## src/design/aerr_pkg.sv

```systemverilog
// Constants for the advanced error reporting header and the uncorrectable
// error status and mask registers.
// Assumes dword-wide configuration accesses into extended config space.
`default_nettype none

package aerr_pkg;
  // ----------------------------------------------------------------------
  // Widths
  // ----------------------------------------------------------------------
  localparam int ADDR_W = 12;
  localparam int DATA_W = 32;
  localparam int BE_W = 4;
  localparam int LANE_W = 8;
  localparam int NUM_SRC = 10;

  // ----------------------------------------------------------------------
  // Register offsets (byte addresses in extended config space)
  // ----------------------------------------------------------------------
  localparam logic [ADDR_W-1:0] CAP_ID_OFS = 12'h100;
  localparam logic [ADDR_W-1:0] NEXT_VER_OFS = 12'h102;
  localparam logic [ADDR_W-1:0] FLAGS_OFS = 12'h104;
  localparam logic [ADDR_W-1:0] MASKS_OFS = 12'h108;
  localparam logic [ADDR_W-1:0] RSVD_LO_OFS = 12'h14C;
  localparam logic [ADDR_W-1:0] RSVD_HI_OFS = 12'hFFC;
  localparam int DWORD_LSB = 2;

  // ----------------------------------------------------------------------
  // Read-only header values
  // ----------------------------------------------------------------------
  localparam logic [15:0] CAP_ID_VAL = 16'h0001;
  localparam logic [11:0] NEXT_CAP_PTR = 12'h000;
  localparam logic [3:0] CAP_VERSION = 4'h1;

  // ----------------------------------------------------------------------
  // Field positions of status and mask bits
  // ----------------------------------------------------------------------
  localparam int LINK_PROTOCOL_BIT = 4;
  localparam int POISONED_PACKET_BIT = 12;
  localparam int FLOW_CONTROL_PROTOCOL_BIT = 13;
  localparam int COMPLETION_TIMEOUT_BIT = 14;
  localparam int COMPLETER_ABORT_BIT = 15;
  localparam int UNEXPECTED_COMPLETION_BIT = 16;
  localparam int CREDIT_OVERFLOW_BIT = 17;
  localparam int MALFORMED_PACKET_BIT = 18;
  localparam int END_TO_END_CRC_BIT = 19;
  localparam int UNSUPPORTED_REQUEST_BIT = 20;

  // Implemented bits; all others are reserved and read as zero
  localparam logic [DATA_W-1:0] IMPL_BITS = 32'h001FF010;
  localparam logic [DATA_W-1:0] FLAGS_RESET = 32'h00000000;
  localparam logic [DATA_W-1:0] MASKS_RESET = 32'h00000000;
  localparam logic [DATA_W-1:0] ZERO_WORD = 32'h00000000;
endpackage : aerr_pkg

`default_nettype wire

```

## src/design/aerr_flag_if.sv

```systemverilog
// Carrier between the register front end and the sticky flag bank.
// Assumes both ends share one clock.
`default_nettype none

interface aerr_flag_if;
  import aerr_pkg::*;
  logic fund_clear;
  logic [DATA_W-1:0] detect;
  logic [DATA_W-1:0] clear_ones;
  logic [DATA_W-1:0] mask_wen;
  logic [DATA_W-1:0] mask_wdata;
  logic [DATA_W-1:0] flags;
  logic [DATA_W-1:0] masks;

  modport front (
    output fund_clear, detect, clear_ones, mask_wen, mask_wdata,
    input flags, masks
  );
  modport bank (
    input fund_clear, detect, clear_ones, mask_wen, mask_wdata,
    output flags, masks
  );
endinterface : aerr_flag_if

`default_nettype wire

```

## src/design/aerr_regs.sv

```systemverilog
// Advanced error reporting header plus uncorrectable status and mask registers.
// Assumes a dword configuration access port from the PCIe core and one-cycle
// detection pulses from the transaction, link and flow-control logic.
`default_nettype none

module aerr_regs (
  input wire logic clk,
  input wire logic reset,
  input wire logic pcie_reset_n,
  input wire logic global_reset_n,
  input wire logic cfg_req,
  input wire logic cfg_we,
  input wire logic [aerr_pkg::ADDR_W-1:0] cfg_addr,
  input wire logic [aerr_pkg::BE_W-1:0] cfg_be,
  input wire logic [aerr_pkg::DATA_W-1:0] cfg_wdata,
  output logic cfg_ack,
  output logic cfg_hit,
  output logic [aerr_pkg::DATA_W-1:0] cfg_rdata,
  input wire logic unsupported_request_det,
  input wire logic end_to_end_crc_det,
  input wire logic malformed_packet_det,
  input wire logic credit_overflow_det,
  input wire logic unexpected_completion_det,
  input wire logic completer_abort_det,
  input wire logic completion_timeout_det,
  input wire logic flow_control_protocol_det,
  input wire logic poisoned_packet_det,
  input wire logic link_protocol_det,
  output logic fundamental_reset_n,
  output logic [aerr_pkg::DATA_W-1:0] error_report,
  output logic [aerr_pkg::DATA_W-1:0] error_flags
);
  import aerr_pkg::*;

  // ----------------------------------------------------------------------
  // Fundamental reset
  // ----------------------------------------------------------------------
  // Either pin asserts it; three stages, level moves once stages 2 and 3 agree.
  // Deliberately untouched by the hot reset so sticky bits survive it.
  wire logic fund_raw_n = pcie_reset_n & global_reset_n;
  logic [2:0] fund_sync_reg;
  logic fund_n_reg;
  wire logic fund_agree = fund_sync_reg[1] == fund_sync_reg[2];

  always_ff @(posedge clk) begin
    fund_sync_reg <= {fund_sync_reg[1:0], fund_raw_n};
  end

  always_ff @(posedge clk) begin
    if (fund_agree) begin
      fund_n_reg <= fund_sync_reg[2];
    end
  end

  assign fundamental_reset_n = fund_n_reg;

  // ----------------------------------------------------------------------
  // Detection inputs placed at their status bit positions
  // ----------------------------------------------------------------------
  logic [DATA_W-1:0] detect_vec;

  always_comb begin
    detect_vec = ZERO_WORD;
    detect_vec[UNSUPPORTED_REQUEST_BIT] = unsupported_request_det;
    detect_vec[END_TO_END_CRC_BIT] = end_to_end_crc_det;
    detect_vec[MALFORMED_PACKET_BIT] = malformed_packet_det;
    detect_vec[CREDIT_OVERFLOW_BIT] = credit_overflow_det;
    detect_vec[UNEXPECTED_COMPLETION_BIT] = unexpected_completion_det;
    detect_vec[COMPLETER_ABORT_BIT] = completer_abort_det;
    detect_vec[COMPLETION_TIMEOUT_BIT] = completion_timeout_det;
    detect_vec[FLOW_CONTROL_PROTOCOL_BIT] = flow_control_protocol_det;
    detect_vec[POISONED_PACKET_BIT] = poisoned_packet_det;
    detect_vec[LINK_PROTOCOL_BIT] = link_protocol_det;
  end

  // ----------------------------------------------------------------------
  // Address decode
  // ----------------------------------------------------------------------
  function automatic logic dword_match(input logic [ADDR_W-1:0] a,
                                       input logic [ADDR_W-1:0] ofs);
    dword_match = a[ADDR_W-1:DWORD_LSB] == ofs[ADDR_W-1:DWORD_LSB];
  endfunction : dword_match

  // Byte enables widened to a bit mask
  function automatic logic [DATA_W-1:0] lane_mask(input logic [BE_W-1:0] be);
    lane_mask = {{LANE_W{be[3]}}, {LANE_W{be[2]}}, {LANE_W{be[1]}}, {LANE_W{be[0]}}};
  endfunction : lane_mask

  wire logic sel_header = dword_match(cfg_addr, CAP_ID_OFS);
  wire logic sel_flags = dword_match(cfg_addr, FLAGS_OFS);
  wire logic sel_masks = dword_match(cfg_addr, MASKS_OFS);
  wire logic sel_any = sel_header | sel_flags | sel_masks;
  // Writes are dropped while the fundamental reset holds the bank cleared
  wire logic wr_ok = cfg_req & cfg_we & fund_n_reg;
  wire logic [DATA_W-1:0] be_bits = lane_mask(cfg_be);
  wire logic [DATA_W-1:0] wr_bits = cfg_wdata & be_bits & IMPL_BITS;

  // ----------------------------------------------------------------------
  // Flag and mask bank
  // ----------------------------------------------------------------------
  aerr_flag_if fif ();

  assign fif.fund_clear = ~fund_n_reg;
  assign fif.detect = detect_vec & IMPL_BITS;
  // Only a written one clears; a written zero leaves the flag alone
  assign fif.clear_ones = (wr_ok & sel_flags) ? wr_bits : ZERO_WORD;
  assign fif.mask_wen = (wr_ok & sel_masks) ? (be_bits & IMPL_BITS) : ZERO_WORD;
  assign fif.mask_wdata = wr_bits;

  aerr_flag_bank u_bank (
    .clk(clk),
    .fb(fif.bank)
  );

  assign error_flags = fif.flags;

  // ----------------------------------------------------------------------
  // Read data
  // ----------------------------------------------------------------------
  // Header is constant, so writes to it simply vanish
  wire logic [15:0] next_ver_word = {NEXT_CAP_PTR, CAP_VERSION};
  wire logic [DATA_W-1:0] header_word = {next_ver_word, CAP_ID_VAL};
  wire logic [DATA_W-1:0] rd_mux =
    sel_header ? header_word :
    sel_flags ? (fif.flags & IMPL_BITS) :
    sel_masks ? (fif.masks & IMPL_BITS) : ZERO_WORD;

  logic cfg_ack_reg;
  logic cfg_hit_reg;
  logic [DATA_W-1:0] cfg_rdata_reg;

  always_ff @(posedge clk) begin
    if (reset) begin
      cfg_ack_reg <= 1'b0;
      cfg_hit_reg <= 1'b0;
      cfg_rdata_reg <= ZERO_WORD;
    end else begin
      cfg_ack_reg <= cfg_req;
      cfg_hit_reg <= cfg_req & sel_any;
      cfg_rdata_reg <= (cfg_req & ~cfg_we) ? rd_mux : ZERO_WORD;
    end
  end

  assign cfg_ack = cfg_ack_reg;
  assign cfg_hit = cfg_hit_reg;
  assign cfg_rdata = cfg_rdata_reg;

  // ----------------------------------------------------------------------
  // Unmasked error reports
  // ----------------------------------------------------------------------
  // Feeds message, header log and first-error pointer logic elsewhere;
  // a masked source never reaches any of them.
  logic [DATA_W-1:0] report_reg;
  wire logic [DATA_W-1:0] report_next = fif.detect & ~fif.masks;

  always_ff @(posedge clk) begin
    if (reset | ~fund_n_reg) begin
      report_reg <= ZERO_WORD;
    end else begin
      report_reg <= report_next;
    end
  end

  assign error_report = report_reg;
endmodule : aerr_regs

`default_nettype wire

```

## src/design/aerr_flag_bank.sv

```systemverilog
// Sticky uncorrectable error flags and their suppress bits.
// Assumes clear and detect are one-cycle strobes from the same clock.
`default_nettype none

module aerr_flag_bank (
  input wire logic clk,
  aerr_flag_if.bank fb
);
  import aerr_pkg::*;

  // ----------------------------------------------------------------------
  // One cell per bit; reserved positions are constant zero
  // ----------------------------------------------------------------------
  for (genvar i = 0; i < DATA_W; i++) begin : g_bit
    if (IMPL_BITS[i]) begin : g_impl
      logic flag_reg;
      logic flag_next;
      logic mask_reg;
      logic mask_next;
      wire logic set_hit = fb.detect[i] & ~mask_reg;
      // Set beats a simultaneous write-one clear so no event is lost
      assign flag_next = (flag_reg & ~fb.clear_ones[i]) | set_hit;
      assign mask_next = fb.mask_wen[i] ? fb.mask_wdata[i] : mask_reg;
      always_ff @(posedge clk) begin
        if (fb.fund_clear) begin
          flag_reg <= FLAGS_RESET[i];
          mask_reg <= MASKS_RESET[i];
        end else begin
          flag_reg <= flag_next;
          mask_reg <= mask_next;
        end
      end
      assign fb.flags[i] = flag_reg;
      assign fb.masks[i] = mask_reg;
    end else begin : g_rsvd
      assign fb.flags[i] = 1'b0;
      assign fb.masks[i] = 1'b0;
    end
  end
endmodule : aerr_flag_bank

`default_nettype wire

```

## config.mk

```make
export PLATFORM = sky130hd
export DESIGN_NAME = aerr_regs
export DESIGN_NICKNAME = d
export VERILOG_FILES = /design/src/design/aerr_pkg.sv /design/src/design/aerr_flag_if.sv /design/src/design/aerr_regs.sv /design/src/design/aerr_flag_bank.sv
export SDC_FILE = /design/constraint.sdc
export NUM_CORES = 1
export LEC_CHECK = 0
export BUFFER_PORTS_ARGS = -buffer_cell sky130_fd_sc_hd__buf_2
export CORE_MARGIN = 2
export CORE_UTILIZATION = 25
export DETAILED_ROUTE_END_ITERATION = 8
export GPL_ROUTABILITY_DRIVEN = 1
export PLACE_DENSITY_LB_ADDON = 0.08
export SETUP_SLACK_MARGIN = 0.02
export SLEW_MARGIN = 20
export SYNTH_ARGS = -nofsm -noshare
export SYNTH_HDL_FRONTEND = slang
export SYNTH_SLANG_ARGS = --single-unit
```

## constraint.sdc

```tcl
create_clock -name clk -period 3 [get_ports clk]
set_input_delay 0.45 -clock clk [delete_from_list [all_inputs] [get_ports clk]]
set_output_delay 0.45 -clock clk [all_outputs]
set_load 0.005 [all_outputs]
```

==> impl_metrics.py, run 1 <==
metrics = {
    "outcome": {
        "run_status": "completed",
    },
    "critical_path": {
        "cpLargestDelayFamily": "simple AND/OR/NAND/NOR gates",
        "critical_path.endpoint_type": "flop",
        "worst_ep_arrival_time_ns": 2.17,
        "cp_peak_stage_delay_ns": 0.74,
        "critical_path.cell_chain": "buf_2 > or4b_1 > or4_4 > nor3_1",
        "cp_num_buf_inv": 1,
        "cpMaxStageDelayCell": "sky130_fd_sc_hd__or4b_1",
        "cp_launch_type": "input pin",
        "critPathRequiredTime_ns": 3.22,
        "cp_max_fo": 11,
        "criticalPathCategory": "in -> reg",
    },
    "clock_network": {
        "cts_hold_repair.buffers": 0,
        "cts_num_sinks": 47,
        "clockRootBuffer": "sky130_fd_sc_hd__clkbuf_8",
        "number_of_buffers_created_by_cts": 5,
        "cts_post_setup_buffers_inserted": 0,
        "ctsResizeCount": 0,
        "clock_path_buffers": 2,
        "h-tree-depth": 2,
        "tritoncts_clock_tree": "built",
        "worstSkewPairLatency_ns": 0.29,
        "clock_pin_slew_reported_for_the_worst_setup_and_hold_paths_after_clock_tree_synthesis_ns": 0.09,
    },
    "global_route": {
        "wire_length_of_the_first_global_routing_pass_um": 7870,
        "number_of_antenna_violations_at_the_first_check_in_global_routing": 0,
        "grt_max_degree": 29,
        "number_of_global_route_vias_before_repair": 1543,
        "gr-usage-all-layers": 0.103,
        "grt.overflow.total": 0,
    },
    "floorplan": {
        "core.rowCount": 35,
        "die_h_um": 101,
        "core_region_area_mm2": 0.00915,
        "chip_width_um": 101,
        "floorplan.die_area_mm2": 0.0102,
        "initial_utilization": 0.256,
        "boundaryPins": 163,
    },
    "timing": {
        "post-route-worst-setup-slack_ns": 1.05,
        "final_period_minus_worst_setup_slack_ns": 1.95,
        "slew_viol_final": 0,
        "total_of_endpoints_with_negative_setup_slack_in_the_final_report": 0,
        "setup_total_negative_slack_ns": 0,
        "tightestPinTransition_ns": 0.593,
        "report.final.hold_viol_count": 0,
        "setup_repair_after_global_routing_missed_its_margin": "no",
        "finalClockSkew_ns": 0.00668,
        "post-route-period-util": 0.651,
        "headroom_to_the_max_slew_limit": 0.604,
        "clock.fmax_ghz": 0.512,
    },
    "layout": {
        "layout-drive-gt1-share": 0.281,
        "antenna-diode-count": 0,
        "layout_commonest_cell": "sky130_fd_sc_hd__buf_2",
        "largest_reg_flops": 11,
        "layout_common_cells": "72 x sky130_fd_sc_hd__buf_2, 65 x sky130_fd_sc_hd__conb_1, 46 x sky130_fd_sc_hd__dfxtp_1, 21 x sky130_fd_sc_hd__nand2_1, 19 x sky130_fd_sc_hd__nor2_1",
        "num-nets-final": 381,
        "final_util": 0.283,
        "flow.area_growth_from_synthesis_pct": 10.4,
        "fin_cells": 428,
    },
    "synthesis": {
        "yosysWarningCount": 0,
        "ys_top_cells_by_area": "sky130_fd_sc_hd__dfxtp_1 39%, sky130_fd_sc_hd__buf_4 24%, sky130_fd_sc_hd__mux2i_1 4.3%",
        "synth.yosys.seq_area_share": 0.406,
        "yosysTopAreaCellShare": 0.393,
        "postSynthRegisterBits": 47,
        "postSynthCellCount": 255,
        "post_synth_instance_area_mm2": 0.00234,
        "postSynthAreaPerCell_um2": 9.20,
        "synth_cell_types": 36,
        "yosysTopAreaCell": "sky130_fd_sc_hd__dfxtp_1",
    },
    "routing": {
        "drt_first_pass_iters": 4,
        "detailroute.via_count": 1676,
        "postRouteWirelength_um": 5290,
        "drt.antenna.violating_nets": 0,
        "post_drt_via_cell_ratio": 3.92,
        "post-route-drc-count": 0,
        "route.detailed.wl_per_inst_um": 12.4,
        "dr.first_iter.drc_count": 42,
    },
    "placement": {
        "placement.io_buffers": 72,
        "place.detailed.instances": 421,
        "dpl_worst_slack_ns": 0.714,
        "gp_congestion": 0.647,
        "hpwl_after_detailed_placement_um": 3880,
    },
    "power": {
        "power.density_mw_per_mm2": 470,
        "vdd_ir_drop_max_uv": 169,
        "leakagePower_uw": 0.00121,
    },
    "flow_run": {
        "max_cap_viols": 0,
    },
    "hold_path": {
        "min-delay-path-class": "reg -> reg",
    },
}
-- path summary, 6_finish.rpt --
path	from	end	slack [ns]	cells after the start
setup reg to reg	fundamental_reset_n	u_bank.g_bit[16].g_impl.mask_reg	1.39	3
setup / recovery	cfg_addr[9]	cfg_rdata[0]	1.05	4
hold reg to reg	fund_sync_reg[0]	fund_sync_reg[1]	0.34	0
hold / removal	fund_sync_reg[0]	fund_sync_reg[1]	0.34	0
-- metal layers --
layer	GRT usage	share of wire	up-vias
met1	0.133	0.44	741
met2	0.163	0.44	98
met5	0	0	-
li1	-	-	833
met4	0.0316	0.0087	0
met3	0.0361	0.11	4
-- through the flow --
stage	power [uW]	instance area (um^2)	hold WS, ns
2_1_floorplan	842	2580	0.310
3_3_place_gp	836	2500	0.312
3_5_place_dp	837	2500	0.314
4_1_cts	1240	2590	0.333
5_1_grt	1280	2590	0.332
6_report	1220	2590	0.336
-- cell usage after synthesis --
cell type / number
sky130_fd_sc_hd__buf_4: 75
sky130_fd_sc_hd__dfxtp_1: 46
sky130_fd_sc_hd__nand2_1: 21
sky130_fd_sc_hd__nor2_1: 19
sky130_fd_sc_hd__nand2b_1: 12
sky130_fd_sc_hd__mux2i_1: 10
sky130_fd_sc_hd__nor2b_1: 10
sky130_fd_sc_hd__a22oi_1: 9
sky130_fd_sc_hd__clkbuf_1: 7
sky130_fd_sc_hd__a311oi_1: 5
sky130_fd_sc_hd__nand3b_1: 5
sky130_fd_sc_hd__a31oi_1: 4
sky130_fd_sc_hd__o21ai_0: 4
sky130_fd_sc_hd__inv_1: 3
sky130_fd_sc_hd__buf_6: 2
sky130_fd_sc_hd__nor4_1: 2
sky130_fd_sc_hd__nor4_4: 2
sky130_fd_sc_hd__a2111oi_0: 1
sky130_fd_sc_hd__a21boi_0: 1
sky130_fd_sc_hd__a21o_1: 1
sky130_fd_sc_hd__a21oi_1: 1
sky130_fd_sc_hd__a21oi_2: 1
sky130_fd_sc_hd__and2_1: 1
sky130_fd_sc_hd__buf_1: 1
sky130_fd_sc_hd__buf_2: 1
sky130_fd_sc_hd__conb_1: 1
sky130_fd_sc_hd__edfxtp_1: 1
sky130_fd_sc_hd__nand3_1: 1
sky130_fd_sc_hd__nand4b_1: 1
sky130_fd_sc_hd__nor3_1: 1
sky130_fd_sc_hd__nor4_2: 1
sky130_fd_sc_hd__o41ai_1: 1
sky130_fd_sc_hd__or4_1: 1
sky130_fd_sc_hd__or4_4: 1
sky130_fd_sc_hd__or4b_1: 1
sky130_fd_sc_hd__xnor2_1: 1
-- kinds of logic after synthesis --
logic type / share of synthesized area
other cells: 0.00160
xor+xnor: 0.00374
compound gates: 0.0864
flops: 0.406
buf+inv: 0.269
simple gates: 0.191
mux: 0.0427
-- power by group --
part           internal (uW)  total [uW]  switching, uW
Combinational           60.7         154           93.0
Clock                    182         398            216
Sequential               651         666           14.4
Total                    894        1220            323
-- cell type report --
class	instances	area, um^2
inverters	3	11.3
multi-input cells	183	1000
repair buffers	77	398
clock buffers	6	82.6
fillers	1015	6560
clock inverters	1	5.00
flip-flops and latches	47	951
well taps	111	139
Power figures use the tool's default switching activity.
==> run 2: changes to the inputs <==
clock period = 1.6 ns   (was 3 ns; I/O delays follow)
==> run 2 against run 1 <==
Against the previous run: register-to-register slack worse by 1.2 ns; global-route usage down 0.070 points; clock skew up 0.0036 ns; sequential power up 88%; sequential share of layout area down 0.82 points; combinational power up 92%; cell area up 2.3%; utilization up 0.64 points; setup slack worse by 0.98 ns.
==> impl_metrics.py, run 2 (synthesis gave the netlist of run 1 again) <==
metrics = {
    "hold_path": {
        "worst_hold_startpoint": "cfg_wdata[15]",
        "holdPathEnd": "u_bank.g_bit[15].g_impl.flag_reg",
        "hold_depth": 2,
        "min-delay-path-class": "in -> reg",
    },
    "power": {
        "leakagePower_uw": 0.00124,
        "report.power.total_uw": 2340,
        "vdd_ir_drop_max_uv": 286,
        "power.density_mw_per_mm2": 885,
    },
    "timing": {
        "report.final.hold_viol_count": 0,
        "hold_ws_ns": 0.140,
        "setup_repair_after_global_routing_missed_its_margin": "yes",
        "slew_viol_final": 0,
        "final_period_minus_worst_setup_slack_ns": 1.53,
        "finalClockSkew_ns": 0.0103,
        "tightestPinTransition_ns": 0.930,
        "total_of_endpoints_with_negative_setup_slack_in_the_final_report": 0,
        "headroom_to_the_max_slew_limit": 0.379,
        "clock.fmax_ghz": 0.652,
        "setup_total_negative_slack_ns": 0,
        "post-route-period-util": 0.959,
    },
    "layout": {
        "fillerInstances": 1002,
        "layout_common_cells": "72 x sky130_fd_sc_hd__buf_2, 65 x sky130_fd_sc_hd__conb_1, 46 x sky130_fd_sc_hd__dfxtp_1, 21 x sky130_fd_sc_hd__nand2_1, 19 x sky130_fd_sc_hd__nor2_1",
        "layout_commonest_cell": "sky130_fd_sc_hd__buf_2",
        "area_of_combinational_cells_with_multiple_inputs_mm2": 0.00101,
        "layout-drive-gt1-share": 0.298,
        "fin_cells": 433,
        "num-nets-final": 386,
        "antenna-diode-count": 0,
        "layout.area.seq_um2": 951,
        "largest_reg_flops": 11,
        "flow.area_growth_from_synthesis_pct": 12.9,
    },
    "routing": {
        "dr.first_iter.drc_count": 27,
        "drt_first_pass_iters": 4,
        "postRouteWirelength_um": 5380,
        "drt.antenna.violating_nets": 0,
        "detailroute.via_count": 1656,
        "post_drt_via_cell_ratio": 3.82,
        "post-route-drc-count": 0,
        "route.detailed.wl_per_inst_um": 12.4,
    },
    "floorplan": {
        "core_region_area_mm2": 0.00915,
        "die_h_um": 101,
        "floorplan.die_area_mm2": 0.0102,
        "chip_width_um": 101,
        "core.rowCount": 35,
        "boundaryPins": 163,
        "initial_utilization": 0.256,
    },
    "critical_path": {
        "critPathRequiredTime_ns": 1.82,
        "cp_launch_type": "input pin",
        "cp_max_fo": 11,
        "worst_ep_arrival_time_ns": 1.76,
        "criticalPathCategory": "in -> reg",
        "critical_path.endpoint_type": "flop",
        "r2r_start": "fundamental_reset_n",
        "r2r_end": "u_bank.g_bit[19].g_impl.mask_reg",
        "timing.reg2reg.worst_path_depth": 4,
        "worst-r2r-setup-slack_ns": 0.17,
    },
    "clock_network": {
        "cts_num_sinks": 47,
        "clock_pin_slew_reported_for_the_worst_setup_and_hold_paths_after_clock_tree_synthesis_ns": 0.09,
        "tritoncts_clock_tree": "built",
        "number_of_buffers_created_by_cts": 5,
        "ctsResizeCount": 0,
        "cts_post_setup_buffers_inserted": 0,
        "h-tree-depth": 2,
        "worstSkewPairLatency_ns": 0.30,
        "clockRootBuffer": "sky130_fd_sc_hd__clkbuf_8",
        "clock_path_buffers": 2,
    },
    "global_route": {
        "number_of_antenna_violations_at_the_first_check_in_global_routing": 0,
        "number_of_global_route_vias_before_repair": 1496,
        "gr-usage-all-layers": 0.103,
        "grt_max_degree": 29,
        "wire_length_of_the_first_global_routing_pass_um": 7870,
        "grt.overflow.total": 0,
    },
    "placement": {
        "place.detailed.instances": 426,
        "gp_congestion": 0.722,
        "placement.io_buffers": 72,
        "hpwl_after_detailed_placement_um": 3970,
    },
    "flow_run": {
        "max_cap_viols": 0,
    },
    "outcome": {
        "run_status": "completed",
    },
}
run 2: cell types whose count changed in the layout (fill, tap and decap cells not counted), sizes merged:
cell / previous run / this run
clkinv: 1 / 0
buf: 77 / 82
clkinvlp: 0 / 1
run 2: metal layers:
metal / vias to the layer above / part of all wire / wire [um] / GRT usage
met5: - / 0 / 0 / 0
met4: 0 / 0.0071 / 38 / 0.0285
met3: 5 / 0.081 / 434 / 0.0291
met2: 82 / 0.44 / 2380 / 0.155
met1: 726 / 0.47 / 2520 / 0.142
li1: 843 / - / - / -
run 2: timing repair:
item,4_1_cts,5_1_grt
setup endpoints to repair,0,1
hold buffers,0,0
hold endpoints to repair,0,0
run 2: area by class of cell:
cell class / instances / area share
Clock buffer: 6 / 0.0354
Clock inverter: 1 / 0.00284
Inverter: 3 / 0.00425
Multi-Input combinational cell: 183 / 0.381
Sequential cell: 47 / 0.359
Tap cell: 111 / 0.0525
Timing Repair Buffer: 82 / 0.164
run 2: worst max-delay path, cell delays in order:
cell,delay [ns]
sky130_fd_sc_hd__buf_2,0.10
sky130_fd_sc_hd__or4b_4,0.61
sky130_fd_sc_hd__or4_4,0.63
sky130_fd_sc_hd__nor3_1,0.17
run 2: report_power, final:
group | internal (uW) | switching, uW | leakage [uW] | total (uW)
Sequential | 1220 | 26.7 | 0.000386 | 1250
Combinational | 119 | 177 | 0.000807 | 296
Clock | 394 | 406 | 0.0000484 | 800
run 2: worst max-delay path by stage:
| stage | end | slack (ns) | startpoint | depth (start not counted) |
|---|---|---|---|---|
| after floorplan | cfg_rdata[16] | -0.08 | cfg_addr[9] | 5 |
| after global placement | cfg_rdata[0] | -0.23 | cfg_addr[9] | 4 |
| after detailed placement | cfg_rdata[0] | -0.26 | cfg_addr[9] | 4 |
| after CTS | cfg_rdata[0] | 0.07 | cfg_addr[9] | 4 |
| after global routing | cfg_rdata[0] | 0.02 | cfg_addr[9] | 4 |
| final | cfg_rdata[0] | 0.07 | cfg_addr[9] | 4 |
run 2: metrics by stage:
stage          utilization  worst slack [ns]  area [um^2]
2_1_floorplan            -           -0.0794         2600
3_3_place_gp         0.278            -0.227         2550
3_5_place_dp         0.278            -0.257         2550
4_1_cts              0.289            0.0676         2650
5_1_grt              0.289            0.0199         2650
6_report             0.289            0.0652         2650
==> run 3: changes to the inputs <==
BUFFER_PORTS_ARGS = -buffer_cell sky130_fd_sc_hd__buf_4   (was -buffer_cell sky130_fd_sc_hd__buf_2)
==> run 3 against run 2 <==
Against the previous run: setup slack better by 0.0066 ns; highest routed layer unchanged; largest cell class unchanged; sequential share of layout area down 2.2 points; first-iteration DRC count up 59%; clock power up 8.0%; die area unchanged; worst hold slack worse by 0.014 ns; fmax up 0.43%; largest power group unchanged.
==> impl_metrics.py, run 3 (synthesis gave the netlist of run 1 again) <==
metrics = {
    "outcome": {
        "run_status": "completed",
    },
    "critical_path": {
        "r2r_end": "u_bank.g_bit[16].g_impl.mask_reg",
        "setup.worst_path.start": "cfg_addr[9]",
        "r2r_start": "fundamental_reset_n",
        "critPathRequiredTime_ns": 1.82,
        "worst-r2r-setup-slack_ns": 0.16,
        "critical_path.endpoint_type": "flop",
        "cp_max_fo": 11,
        "timing.reg2reg.worst_path_depth": 4,
        "criticalPathCategory": "in -> reg",
        "worst_ep_arrival_time_ns": 1.75,
        "cp_launch_type": "input pin",
    },
    "hold_path": {
        "holdPathEnd": "u_bank.g_bit[13].g_impl.flag_reg",
        "min-delay-path-class": "in -> reg",
        "worst_hold_startpoint": "cfg_wdata[13]",
        "hold_depth": 2,
    },
    "global_route": {
        "grt_use_met1": 0.142,
        "number_of_antenna_violations_at_the_first_check_in_global_routing": 0,
        "grt_max_degree": 29,
        "groute.layer.met3.usage": 0.0319,
        "gr-usage-all-layers": 0.104,
        "wire_length_of_the_first_global_routing_pass_um": 7940,
        "grt.overflow.total": 0,
        "number_of_global_route_vias_before_repair": 1538,
        "grt-busiest-layer": "met2",
        "global_route.usage.met2": 0.156,
    },
    "routing": {
        "route.detailed.wl_per_inst_um": 12.5,
        "dr.first_iter.drc_count": 43,
        "drt_first_pass_iters": 4,
        "post-route-drc-count": 0,
        "post_drt_via_cell_ratio": 3.85,
        "postRouteWirelength_um": 5390,
        "drt.antenna.violating_nets": 0,
        "detailroute.via_count": 1663,
    },
    "timing": {
        "final_period_minus_worst_setup_slack_ns": 1.53,
        "setup_repair_after_global_routing_missed_its_margin": "yes",
        "headroom_to_the_max_slew_limit": 0.416,
        "post-route-period-util": 0.955,
        "tightestPinTransition_ns": 0.875,
        "finalClockSkew_ns": 0.00627,
        "total_of_endpoints_with_negative_setup_slack_in_the_final_report": 0,
        "clock.fmax_ghz": 0.654,
        "report.final.hold_viol_count": 0,
        "slew_viol_final": 0,
    },
    "layout": {
        "largest_reg_flops": 11,
        "antenna-diode-count": 0,
        "flow.area_growth_from_synthesis_pct": 20.4,
        "area_of_combinational_cells_with_multiple_inputs_mm2": 0.00101,
        "num-nets-final": 385,
        "layout_commonest_cell": "sky130_fd_sc_hd__buf_4",
        "fillerInstances": 1000,
        "layout-drive-gt1-share": 0.296,
        "fin_cells": 432,
        "layout.area.seq_um2": 951,
        "layout_common_cells": "81 x sky130_fd_sc_hd__buf_4, 65 x sky130_fd_sc_hd__conb_1, 46 x sky130_fd_sc_hd__dfxtp_1, 21 x sky130_fd_sc_hd__nand2_1, 19 x sky130_fd_sc_hd__nor2_1",
    },
    "power": {
        "power.density_mw_per_mm2": 870,
        "power.internal_uw": 1840,
        "power_switching_uw": 612,
        "power.share.sequential": 0.509,
        "p_comb_frac": 0.139,
        "vdd_ir_drop_max_uv": 463,
        "report.power.total_uw": 2460,
        "leakagePower_uw": 0.00128,
        "clockPowerShare": 0.352,
        "switching_part_of_the_total_power": 0.249,
    },
    "clock_network": {
        "clock_path_buffers": 2,
        "clockRootBuffer": "sky130_fd_sc_hd__clkbuf_8",
        "tritoncts_clock_tree": "built",
        "h-tree-depth": 2,
        "number_of_buffers_created_by_cts": 5,
        "worstSkewPairLatency_ns": 0.30,
        "cts_num_sinks": 47,
        "clock_pin_slew_reported_for_the_worst_setup_and_hold_paths_after_clock_tree_synthesis_ns": 0.09,
        "cts_post_setup_buffers_inserted": 0,
    },
    "floorplan": {
        "core.rowCount": 35,
        "initial_utilization": 0.256,
        "boundaryPins": 163,
        "floorplan.die_area_mm2": 0.0102,
        "die_h_um": 101,
        "core_region_area_mm2": 0.00915,
        "chip_width_um": 101,
    },
    "flow_run": {
        "max_cap_viols": 0,
    },
    "placement": {
        "gp_congestion": 0.718,
        "placement.io_buffers": 72,
        "hpwl_after_detailed_placement_um": 3950,
        "place.detailed.instances": 425,
    },
}
-- run 3: worst max-delay path: stages --
cell and delay, ns:
sky130_fd_sc_hd__buf_4 0.11, sky130_fd_sc_hd__or4b_4 0.61, sky130_fd_sc_hd__or4_4 0.64, sky130_fd_sc_hd__nor3_1 0.16
-- run 3: cell type report --
| type | instances | area share |
|---|---|---|
| Clock buffer | 5 | 0.0244 |
| Sequential cell | 47 | 0.337 |
| Multi-Input combinational cell | 183 | 0.358 |
| Inverter | 3 | 0.00399 |
| Clock inverter | 2 | 0.0128 |
| Timing Repair Buffer | 81 | 0.215 |
| Tap cell | 111 | 0.0492 |
-- run 3: per-layer routing --
layer | routed length (um) | part of all wire | up-vias
met1 | 2500 | 0.46 | 743
met3 | 502 | 0.093 | 5
met5 | 0 | 0 | -
met2 | 2340 | 0.43 | 81
met4 | 48 | 0.0089 | 0
li1 | - | - | 834
-- run 3: worst max path at each step --
stage | to
floorplan | cfg_rdata[16]
CTS | cfg_rdata[0]
global placement | cfg_rdata[0]
global route | u_bank.g_bit[4].g_impl.mask_reg
detailed placement | cfg_rdata[0]
finish | cfg_rdata[0]
-- run 3: power by group through the flow --
stage,combinational [uW],sequential [uW],clock (uW)
after floorplan,309,1270,0
after global placement,342,1280,0
after detailed placement,342,1280,0
after CTS,344,1250,902
after global routing,385,1260,956
final,340,1250,864
-- run 3: timing repair --
item,in CTS,in global routing
hold buffers,0,0
setup endpoints to repair,0,2
resized for setup,0,0
-- run 3: metrics by stage --
stage | setup slack [ns] | util | instance area [um^2] | TNS [ns] | hold WS (ns)
5_1_grt | 0.000833 | 0.309 | 2820 | 0 | 0.107
6_report | 0.0718 | 0.309 | 2820 | 0 | 0.125
2_1_floorplan | -0.0794 | - | 2600 | -0.865 | 0.310
3_5_place_dp | -0.243 | 0.297 | 2720 | -4.74 | 0.312
4_1_cts | 0.0737 | 0.309 | 2820 | 0 | 0.114
3_3_place_gp | -0.234 | 0.297 | 2720 | -4.67 | 0.311
